--- src/hdl/asf_pkg.sv ---
package asf_pkg;

  // ----------------------------------------------------------------
  // Register indices and APB byte addresses
  // ----------------------------------------------------------------
  localparam int unsigned ASF_IDX_FLAGS_COPY = 32'h0000_3880;
  localparam int unsigned ASF_IDX_WORK_COPY  = 32'h0000_3881;
  localparam int unsigned ASF_IDX_BANK_COPY  = 32'h0000_3882;
  localparam int unsigned ASF_IDX_FLAG_REG   = 32'h0000_3884;
  localparam int unsigned ASF_IDX_CTRL       = 32'h0000_3888;

  localparam logic [15:0] ASF_ADR_FLAGS_COPY = 16'(ASF_IDX_FLAGS_COPY * 4);
  localparam logic [15:0] ASF_ADR_WORK_COPY  = 16'(ASF_IDX_WORK_COPY * 4);
  localparam logic [15:0] ASF_ADR_BANK_COPY  = 16'(ASF_IDX_BANK_COPY * 4);
  localparam logic [15:0] ASF_ADR_FLAG_REG   = 16'(ASF_IDX_FLAG_REG * 4);
  localparam logic [15:0] ASF_ADR_CTRL       = 16'(ASF_IDX_CTRL * 4);

  // ----------------------------------------------------------------
  // Reset values and field positions
  // ----------------------------------------------------------------
  localparam logic [4:0] ASF_ARITH_RESET  = 5'h00;
  localparam logic       ASF_WDOG_RESET   = 1'b1;
  localparam logic       ASF_PDOWN_RESET  = 1'b1;
  localparam logic       ASF_XSET_RESET   = 1'b0;
  localparam int         ASF_XSET_BIT     = 0;
  localparam int         ASF_POS_CARRY    = 0;
  localparam int         ASF_POS_HALF     = 1;
  localparam int         ASF_POS_ZERO     = 2;
  localparam int         ASF_POS_WRAP     = 3;
  localparam int         ASF_POS_NEG      = 4;

  // Call copy slots
  localparam logic [1:0] ASF_SLOT_FLAGS = 2'h0;
  localparam logic [1:0] ASF_SLOT_WORK  = 2'h1;
  localparam logic [1:0] ASF_SLOT_BANK  = 2'h2;
  localparam int         ASF_SLOTS      = 3;

  // ----------------------------------------------------------------
  // Instruction kinds and carriers
  // ----------------------------------------------------------------
  typedef enum logic [3:0] {
    ASF_K_NOP   = 4'h0,
    ASF_K_ADD   = 4'h1,
    ASF_K_SUB   = 4'h2,
    ASF_K_AND   = 4'h3,
    ASF_K_IOR   = 4'h4,
    ASF_K_XOR   = 4'h5,
    ASF_K_RLC   = 4'h6,
    ASF_K_RRC   = 4'h7,
    ASF_K_CLR   = 4'h8,
    ASF_K_KEEP  = 4'h9,
    ASF_K_WDCLR = 4'hA,
    ASF_K_SLEEP = 4'hB,
    ASF_K_CALL  = 4'hC
  } asf_kind_type;

  typedef struct packed {
    logic         valid;
    asf_kind_type kind;
    logic [7:0]   opA;
    logic [7:0]   opB;
    logic         toFlags;
  } asf_op_type;

endpackage

--- src/hdl/asf_call_copy_mem.sv ---
`timescale 1ns/1ps
module asf_call_copy_mem (
  input  wire logic                             clk,     // System clock
  input  wire logic                             reset,   // Sync reset
  input  wire logic                             capture, // Call taken
  input  wire logic [asf_pkg::ASF_SLOTS-1:0][7:0] capData, // Call values
  input  wire logic                             wrEn,    // Software write
  input  wire logic [1:0]                       wrIdx,   // Write slot
  input  wire logic [7:0]                       wrData,  // Write byte
  input  wire logic [1:0]                       rdIdx,   // Read slot
  output logic      [7:0]                       rdData   // Read byte
);

  logic [7:0] slot_ff [asf_pkg::ASF_SLOTS];
  logic [7:0] rdData_ff;

  // ----------------------------------------------------------------
  // Slots: call capture beats a software write in the same cycle
  // ----------------------------------------------------------------
  for (genvar e = 0; e < asf_pkg::ASF_SLOTS; e++) begin : g_slot
    always_ff @(posedge clk) begin
      if (reset) begin
        slot_ff[e] <= 8'h00;
      end else if (capture) begin
        slot_ff[e] <= capData[e]; // [RULE_13]
      end else if (wrEn && wrIdx == 2'(e)) begin
        slot_ff[e] <= wrData; // [RULE_16]
      end
    end
  end

  always_ff @(posedge clk) begin
    if (reset) begin
      rdData_ff <= 8'h00;
    end else if (rdIdx < 2'(asf_pkg::ASF_SLOTS)) begin
      rdData_ff <= slot_ff[rdIdx];
    end else begin
      rdData_ff <= 8'h00;
    end
  end

  assign rdData = rdData_ff;
endmodule // asf_call_copy_mem

--- src/hdl/asf_flag_unit.sv ---
`timescale 1ns/1ps
// What this block does
// [RULE_01] Bit 7 of the flag register is absent and reads zero.
// [RULE_02] Expiry sets on power-up, watchdog clear, sleep; timeout clears.
// [RULE_03] Power-down sets at power-up or watchdog clear and clears on sleep.
// [RULE_04] Negative follows the result's top bit.
// [RULE_05] Signed wrap sets when seven-bit overflow flips the sign bit.
// [RULE_06] Zero sets when an arithmetic or logic result is zero, else clears.
// [RULE_07] Add and subtract set half carry on carry out of bit 3.
// [RULE_08] Add and subtract set carry on carry out of bit 7.
// [RULE_09] Subtract adds the two's complement; carries are inverted borrows.
// [RULE_10] Rotate through carry loads carry with the bit shifted out.
// [RULE_11] A flag-affecting op aimed at the flag register drops its result.
// [RULE_12] Move, bit and swap ops leave the five arithmetic flags alone.
// [RULE_13] A call saves working, bank select and flags into readable copies.
// [RULE_14] Indexed literal offset mode needs the extended set bit at one.
// [RULE_15] Unmapped locations read as zero.
// [RULE_16] A call copy changes only on the next call or a software write.
module asf_flag_unit (
  input  wire logic               clk,        // System clock, 10 MHz
  input  wire logic               reset,      // Sync reset, power-up
  input  wire logic               psel,       // APB select
  input  wire logic               penable,    // APB enable
  input  wire logic               pwrite,     // APB write
  input  wire logic [15:0]        paddr,      // APB byte address
  input  wire logic [31:0]        pwdata,     // APB write data
  input  wire logic [3:0]         pstrb,      // APB byte strobes
  output logic      [31:0]        prdata,     // APB read data
  output logic                    pready,     // APB ready
  output logic                    pslverr,    // APB error, always low
  input  wire asf_pkg::asf_op_type opIn,      // Executing instruction
  input  wire logic [7:0]         workReg,    // Working register now
  input  wire logic [7:0]         bankSel,    // Bank select now
  input  wire logic               wdogTimeout, // Watchdog timeout pulse
  output logic      [7:0]         resultOut,  // Instruction result
  output logic                    resultValid, // Result to write back
  output logic      [7:0]         flagsOut,   // Flag register value
  output logic                    indexedLitOffsetEn // Extended mode on
);

  logic [4:0]  arithFlags_ff;
  logic [4:0]  nxt_arithFlags;
  logic        wdogExpiry_ff;
  logic        powerdown_ff;
  logic        extSetEnable_ff;
  logic [7:0]  resultOut_ff;
  logic        resultValid_ff;
  logic [7:0]  flagByte;
  logic [7:0]  addend;
  logic        carryIn;
  logic [8:0]  sum9;
  logic [4:0]  sum5;
  logic        wrapOut;
  logic [7:0]  aluRes;
  logic        updZ;
  logic        updN;
  logic        updArith;
  logic        updRot;
  logic        rotCarry;
  logic        makesResult;
  logic        setupPh;
  logic        wrAcc;
  logic        apbWrFlag;
  logic        apbWrCtrl;
  logic        copyHit;
  logic [1:0]  copyIdx;
  logic        memSel_ff;
  logic [31:0] localRd_ff;
  logic [7:0]  memRd;
  logic        isCall;

  // ----------------------------------------------------------------
  // Adder: subtraction adds the inverted operand plus one
  // ----------------------------------------------------------------
  always_comb begin
    addend  = opIn.opB;
    carryIn = 1'b0;
    if (opIn.kind == asf_pkg::ASF_K_SUB) begin
      addend  = ~opIn.opB; // [RULE_09]
      carryIn = 1'b1;
    end
  end

  assign sum9 = {1'b0, opIn.opA} + {1'b0, addend} + {8'h00, carryIn};
  assign sum5 = {1'b0, opIn.opA[3:0]} + {1'b0, addend[3:0]}
              + {4'h0, carryIn};
  assign wrapOut = (opIn.opA[7] == addend[7])
                && (sum9[7] != opIn.opA[7]); // [RULE_05]

  // ----------------------------------------------------------------
  // Operation decode
  // ----------------------------------------------------------------
  always_comb begin
    aluRes      = 8'h00;
    updZ        = 1'b0;
    updN        = 1'b0;
    updArith    = 1'b0;
    updRot      = 1'b0;
    rotCarry    = 1'b0;
    makesResult = 1'b1;
    case (opIn.kind)
      asf_pkg::ASF_K_ADD, asf_pkg::ASF_K_SUB: begin
        aluRes   = sum9[7:0];
        updZ     = 1'b1;
        updN     = 1'b1;
        updArith = 1'b1;
      end
      asf_pkg::ASF_K_AND: begin
        aluRes = opIn.opA & opIn.opB;
        updZ   = 1'b1;
        updN   = 1'b1;
      end
      asf_pkg::ASF_K_IOR: begin
        aluRes = opIn.opA | opIn.opB;
        updZ   = 1'b1;
        updN   = 1'b1;
      end
      asf_pkg::ASF_K_XOR: begin
        aluRes = opIn.opA ^ opIn.opB;
        updZ   = 1'b1;
        updN   = 1'b1;
      end
      asf_pkg::ASF_K_RLC: begin
        aluRes   = {opIn.opA[6:0], arithFlags_ff[asf_pkg::ASF_POS_CARRY]};
        rotCarry = opIn.opA[7]; // [RULE_10]
        updRot   = 1'b1;
        updZ     = 1'b1;
        updN     = 1'b1;
      end
      asf_pkg::ASF_K_RRC: begin
        aluRes   = {arithFlags_ff[asf_pkg::ASF_POS_CARRY], opIn.opA[7:1]};
        rotCarry = opIn.opA[0]; // [RULE_10]
        updRot   = 1'b1;
        updZ     = 1'b1;
        updN     = 1'b1;
      end
      asf_pkg::ASF_K_CLR: begin
        aluRes = 8'h00;
        updZ   = 1'b1;
      end
      asf_pkg::ASF_K_KEEP: begin
        aluRes = opIn.opB; // [RULE_12]
      end
      default: begin
        makesResult = 1'b0;
      end
    endcase
  end

  // ----------------------------------------------------------------
  // Arithmetic flags: instruction beats a software write
  // ----------------------------------------------------------------
  always_comb begin
    nxt_arithFlags = arithFlags_ff;
    if (apbWrFlag) begin
      nxt_arithFlags = pwdata[4:0];
    end
    if (opIn.valid) begin
      if (opIn.kind == asf_pkg::ASF_K_KEEP && opIn.toFlags) begin
        nxt_arithFlags = aluRes[4:0];
      end
      if (updZ) begin
        nxt_arithFlags[asf_pkg::ASF_POS_ZERO] = (aluRes == 8'h00); // [RULE_06]
      end
      if (updN) begin
        nxt_arithFlags[asf_pkg::ASF_POS_NEG] = aluRes[7]; // [RULE_04]
      end
      if (updArith) begin
        nxt_arithFlags[asf_pkg::ASF_POS_WRAP]  = wrapOut; // [RULE_05]
        nxt_arithFlags[asf_pkg::ASF_POS_HALF]  = sum5[4]; // [RULE_07]
        nxt_arithFlags[asf_pkg::ASF_POS_CARRY] = sum9[8]; // [RULE_08]
      end
      if (updRot) begin
        nxt_arithFlags[asf_pkg::ASF_POS_CARRY] = rotCarry; // [RULE_10]
      end
    end
  end

  always_ff @(posedge clk) begin
    if (reset) begin
      arithFlags_ff <= asf_pkg::ASF_ARITH_RESET;
    end else begin
      arithFlags_ff <= nxt_arithFlags;
    end
  end

  // ----------------------------------------------------------------
  // Watchdog expiry and power-down; sets win over clears
  // ----------------------------------------------------------------
  always_ff @(posedge clk) begin
    if (reset) begin
      wdogExpiry_ff <= asf_pkg::ASF_WDOG_RESET;
    end else if (opIn.valid && (opIn.kind == asf_pkg::ASF_K_WDCLR
                 || opIn.kind == asf_pkg::ASF_K_SLEEP)) begin
      wdogExpiry_ff <= 1'b1; // [RULE_02]
    end else if (wdogTimeout) begin
      wdogExpiry_ff <= 1'b0; // [RULE_02]
    end
  end

  always_ff @(posedge clk) begin
    if (reset) begin
      powerdown_ff <= asf_pkg::ASF_PDOWN_RESET;
    end else if (opIn.valid && opIn.kind == asf_pkg::ASF_K_WDCLR) begin
      powerdown_ff <= 1'b1; // [RULE_03]
    end else if (opIn.valid && opIn.kind == asf_pkg::ASF_K_SLEEP) begin
      powerdown_ff <= 1'b0; // [RULE_03]
    end
  end

  assign flagByte = {1'b0, wdogExpiry_ff, powerdown_ff,
                     arithFlags_ff}; // [RULE_01]
  assign flagsOut = flagByte;

  // ----------------------------------------------------------------
  // Result write-back; results aimed at the flags are dropped
  // ----------------------------------------------------------------
  always_ff @(posedge clk) begin
    if (reset) begin
      resultOut_ff   <= 8'h00;
      resultValid_ff <= 1'b0;
    end else begin
      resultValid_ff <= opIn.valid && makesResult
                     && !opIn.toFlags; // [RULE_11]
      if (opIn.valid && makesResult) begin
        resultOut_ff <= aluRes;
      end
    end
  end

  assign resultOut   = resultOut_ff;
  assign resultValid = resultValid_ff;

  // ----------------------------------------------------------------
  // APB slave: zero wait states, reads sampled in the setup cycle
  // ----------------------------------------------------------------
  assign setupPh   = psel && !penable;
  assign pready    = psel && penable;
  assign pslverr   = 1'b0;
  assign wrAcc     = psel && penable && pwrite && pstrb[0];
  assign apbWrFlag = wrAcc && paddr == asf_pkg::ASF_ADR_FLAG_REG;
  assign apbWrCtrl = wrAcc && paddr == asf_pkg::ASF_ADR_CTRL;

  always_comb begin
    copyHit = 1'b1;
    copyIdx = asf_pkg::ASF_SLOT_FLAGS;
    case (paddr)
      asf_pkg::ASF_ADR_FLAGS_COPY: copyIdx = asf_pkg::ASF_SLOT_FLAGS;
      asf_pkg::ASF_ADR_WORK_COPY:  copyIdx = asf_pkg::ASF_SLOT_WORK;
      asf_pkg::ASF_ADR_BANK_COPY:  copyIdx = asf_pkg::ASF_SLOT_BANK;
      default:                     copyHit = 1'b0;
    endcase
  end

  always_ff @(posedge clk) begin
    if (reset) begin
      extSetEnable_ff <= asf_pkg::ASF_XSET_RESET;
    end else if (apbWrCtrl) begin
      extSetEnable_ff <= pwdata[asf_pkg::ASF_XSET_BIT];
    end
  end

  assign indexedLitOffsetEn = extSetEnable_ff; // [RULE_14]

  always_ff @(posedge clk) begin
    if (reset) begin
      localRd_ff <= 32'h0000_0000;
      memSel_ff  <= 1'b0;
    end else if (setupPh) begin
      memSel_ff <= copyHit;
      case (paddr)
        asf_pkg::ASF_ADR_FLAG_REG: localRd_ff <= {24'h00_0000, flagByte};
        asf_pkg::ASF_ADR_CTRL:     localRd_ff <= {31'h0000_0000,
                                                  extSetEnable_ff};
        default:                   localRd_ff <= 32'h0000_0000; // [RULE_15]
      endcase
    end
  end

  assign prdata = memSel_ff ? {24'h00_0000, memRd} : localRd_ff;

  // ----------------------------------------------------------------
  // Call copies
  // ----------------------------------------------------------------
  assign isCall = opIn.valid && opIn.kind == asf_pkg::ASF_K_CALL;

  asf_call_copy_mem u_copy (
    .clk     (clk),
    .reset   (reset),
    .capture (isCall), // [RULE_13]
    .capData ({bankSel, workReg, flagByte}),
    .wrEn    (wrAcc && copyHit), // [RULE_16]
    .wrIdx   (copyIdx),
    .wrData  (pwdata[7:0]),
    .rdIdx   (copyIdx),
    .rdData  (memRd)
  );
endmodule // asf_flag_unit

--- config.mk ---
export PLATFORM = sky130hd
export DESIGN_NAME = asf_flag_unit
export DESIGN_NICKNAME = d
export VERILOG_FILES = /design/src/hdl/asf_pkg.sv /design/src/hdl/asf_call_copy_mem.sv /design/src/hdl/asf_flag_unit.sv
export SDC_FILE = /design/constraint.sdc
export NUM_CORES = 1
export LEC_CHECK = 0
export ABC_AREA = 0
export BUFFER_PORTS_ARGS = -buffer_cell sky130_fd_sc_hd__buf_2
export CORE_MARGIN = 2
export CORE_UTILIZATION = 46
export DETAILED_ROUTE_END_ITERATION = 6
export HOLD_SLACK_MARGIN = 0.03
export PLACE_DENSITY = 0.86
export SLEW_MARGIN = 20
export SYNTH_ARGS = -nofsm -noshare
export SYNTH_HDL_FRONTEND = slang
export SYNTH_SLANG_ARGS = --single-unit
export TNS_END_PERCENT = 20
--- constraint.sdc ---
create_clock -name clk -period 2.7 [get_ports clk]
set_input_delay 0.135 -clock clk [delete_from_list [all_inputs] [get_ports clk]]
set_output_delay 0.135 -clock clk [all_outputs]
set_load 0.02 [all_outputs]
==> flow_metrics.tcl <==
set metrics [dict create \
    worst_hold_startpoint "wdogTimeout" \
    grt_start_max_net_pins 36 \
    synth_area_leaders "edfxtp_1 18%, dfxtp_1 16%, ha_1 7.3%" \
    core.rowCount 34 \
    final_antenna_net_count 0 \
    cp-start-kind "input pin" \
    rr_endpoint "arithFlags_ff[2]" \
    critPathSlowestCell "fa_1" \
    hp-class "input pin to flip-flop" \
    path_clk_slew_ns 0.06 \
    tns_ns 0 \
    clock_skew_ns 0.00442 \
    viasPerCell 5.78 \
    vias 3838 \
    fillCellCount 775 \
    critPathCaptureType "flip-flop" \
    status "finished, final reports clean" \
    drc 0 \
    period_minus_slack_ns 2.43 \
    setup_viol 0 \
    diodes 0 \
    ys_seq_area_share_pct 33.6 \
    ys_types 63 \
    root_buffer "clkbuf_8" \
    dieHeight_microns 98.5 \
    ys_async_sr_fraction_pct 0 \
    dp_slack_ns -0.0422 \
    critPathTopFamily "compound AO/OA/AOI/OAI gates" \
    crit_type "input pin to flip-flop" \
    grt_pass1_wl_microns 17400 \
    nets 672 \
    cp_max_fo 3 \
    hold_viol_final 0 \
    numClockSinks 57 \
    drtIter0Drc 334 \
    hold_end "wdogExpiry_ff" \
    crit_arrival_ns 2.65 \
    start_util_pct 47.3 \
    antenna_found_initial 0 \
    ioPinCount 148 \
    netlist_area_sq_um 4110 \
    p_total_mw 2.43 \
    hold_path_depth 4 \
    reg2regPathDepth 6 \
    p_leak_nw 2.14 \
    synth_edf_count 24 \
    grt_setup_unrepaired "false" \
    crit_top_cell "a211o_1" \
    fp.dieW_microns 98.5 \
    post-route-period-util_pct 90.0 \
    floorplan.die_area_sq_um 9700 \
    synth_top_family_by_area "compound AO/OA/AOI/OAI gates" \
    crit_buf_inv 3 \
    slew-limit-headroom_pct 50.1 \
    synthAdderAreaFrac_pct 7.80 \
    dp_hpwl_microns 8300 \
    core_area_sq_um 8680 \
    clk_path_buf_depth 2 \
    clk_latency_ns 0.33 \
    grt_pass1_vias 3643 \
    io_buffers 94 \
    cts_buffers 9 \
    wirelength_microns 10800 \
    first_pass_iters 5 \
    yosysTopAreaCellShare_pct 17.6 \
    timing.final.ws_setup_ns 0.270 \
    track_usage_pct 22.0 \
    synth_xor_area_share_pct 2.99 \
    synthCells 456 \
    cts_tree "yes" \
    yosysWarnings 0 \
    gr-total-overflow 0 \
    vdd_drop_max_mv 0.284 \
    ys_ff_latch 57 \
    worst_pin_slew_ns 0.746 \
    utilization_pct 56.2 \
    required_ns 2.92 \
    synthSimpleGateAreaFrac_pct 18.1 \
    drv_cap 0 \
    htreeDepth 3 \
    reg2reg_slack_ns 0.49 \
    muxShareOfSynthArea_pct 4.91 \
    cp_cell_sequence "buf_2 -> nor4b_2 -> buf_4 -> xnor2_1 -> inv_1 -> fa_1 -> nand2b_1 -> a211oi_1 -> o21a_1 -> mux2i_1 -> a211o_1 -> nor3_1 -> a211o_1" \
    clock.fmax_ghz 0.411 \
    wl_per_cell_microns 16.2 \
    place_congestion 0.965 \
    p_per_area_nw_per_um2 498 \
    synth_compound_area_share_pct 22.3 \
    avgSynthCellArea_sq_um 9.00 \
    critPathMaxStageDelay_ns 0.45 \
    slew_violations 0 \
    worstReg2RegStart "arithFlags_ff[0]" \
    syn2layout_area_growth_pct 18.7 \
    synthFlopType "dfxtp_1" \
    yosys.area.top_type "edfxtp_1" \
    drive_gt1_share_pct 26.3 \
]
-- stage by stage --
step / hold WS (ns) / std cells / cell area (sq um)
after floorplan: 0.214 / 481 / 4200
after global placement: 0.353 / 647 / 4610
after detailed placement: 0.353 / 647 / 4610
after CTS: 0.0854 / 664 / 4870
after global routing: 0.0863 / 664 / 4870
final: 0.0861 / 664 / 4870
-- worst max path at each step --
stage               startpoint  cells past startpoint               end
floorplan             opIn[18]                     13  arithFlags_ff[2]
global placement      opIn[19]                     13  arithFlags_ff[2]
global route          opIn[19]                     12  arithFlags_ff[4]
detailed placement    opIn[19]                     13  arithFlags_ff[2]
finish                opIn[19]                     13  arithFlags_ff[2]
CTS                   opIn[19]                     13  arithFlags_ff[2]
-- worst register-to-register path: cells and delay by family (launching register included) --
family          cells  cell delay [ns]
flops               1             0.36
compound gates      3             0.82
simple gates        3             0.98
-- kinds of logic (layout without fill, tap and decap cells) --
group | count (synthesis) | count (layout)
and+or+nand+nor | 138 | 138
AOI/OAI and AO/OA | 126 | 126
buffers and inverters | 77 | 152
DFF | 57 | 57
adders and majority gates | 25 | 25
muxes | 18 | 18
xor gates and xnor gates | 14 | 14
other | 1 | 26
-- report_power, final --
part           switching [mW]  internal, mW
Clock                   0.334         0.637
Combinational           0.301         0.197
Sequential             0.0214         0.936
Total                   0.656          1.77
-- state kept, by name, summed over array words and instances, names as in the netlist --
register	cells
u_copy.slot_ff	24
wdogExpiry_ff	1
arithFlags_ff	5
u_copy.rdData	8
memSel_ff	1
indexedLitOffsetEn	1
localRd_ff	7
powerdown_ff	1
resultValid	1
resultOut	8
-- cells in the final DEF, fill, tap and decap left out, types with 6 or more instances in the layout --
master / Yosys / routed
buf_2: 2 / 94
nor3_1: 13 / 13
nand3_1: 14 / 14
buf_4: 31 / 19
xnor2_1: 10 / 10
inv_1: 21 / 21
mux2i_1: 10 / 10
nand2_1: 28 / 28
edfxtp_1: 24 / 24
a22o_1: 24 / 24
o21ai_0: 7 / 7
conb_1: 1 / 26
clkbuf_8: 0 / 10
nor2b_1: 9 / 9
a22oi_1: 25 / 24
nor2_1: 30 / 30
dfxtp_1: 33 / 33
a21oi_1: 28 / 28
ha_1: 24 / 24
and2_1: 6 / 6
nand2b_1: 14 / 14
mux2_2: 7 / 7
-- cells in the mapped netlist (9+ instances only) --
cell type   n
mux2i_1    10
xnor2_1    10
a21oi_1    28
nor2_1     30
nor3_1     13
inv_1      21
nor2b_1     9
nand2_1    28
clkbuf_1   19
ha_1       24
nand2b_1   14
dfxtp_1    33
a22oi_1    25
buf_4      31
nand3_1    14
a22o_1     24
edfxtp_1   24
-- routing by layer --
metal  routed length, microns  GRT usage (%)  part of all wire [%]  vias to the layer above
met5                        0              0                     0                        -
met4                      250           8.64                   2.3                        0
met3                      717           4.26                   6.6                       26
met2                     5330           37.9                    49                      186
met1                     4490           27.1                    42                     1804
li1                         -              -                     -                     1822
-- final cells by class --
type,instances,area (sq um),share of cell area (%)
repair buffers,114,623,12.8
multi-input cells,347,2400,49.3
inverters,22,85.1,1.75
well taps,108,135,2.77
flip-flops and latches,57,1380,28.3
clock inverters,5,103,2.11
clock buffers,11,141,2.90
-- repair_timing --
action / CTS / global route
gates resized for setup: 0 / 1
hold buffers: 1 / 0
setup endpoints to repair: 0 / 1
setup buffers: 0 / 0
endpoints found under the hold margin: 1 / 0
Note: power is estimated with default switching activity, not from simulation.
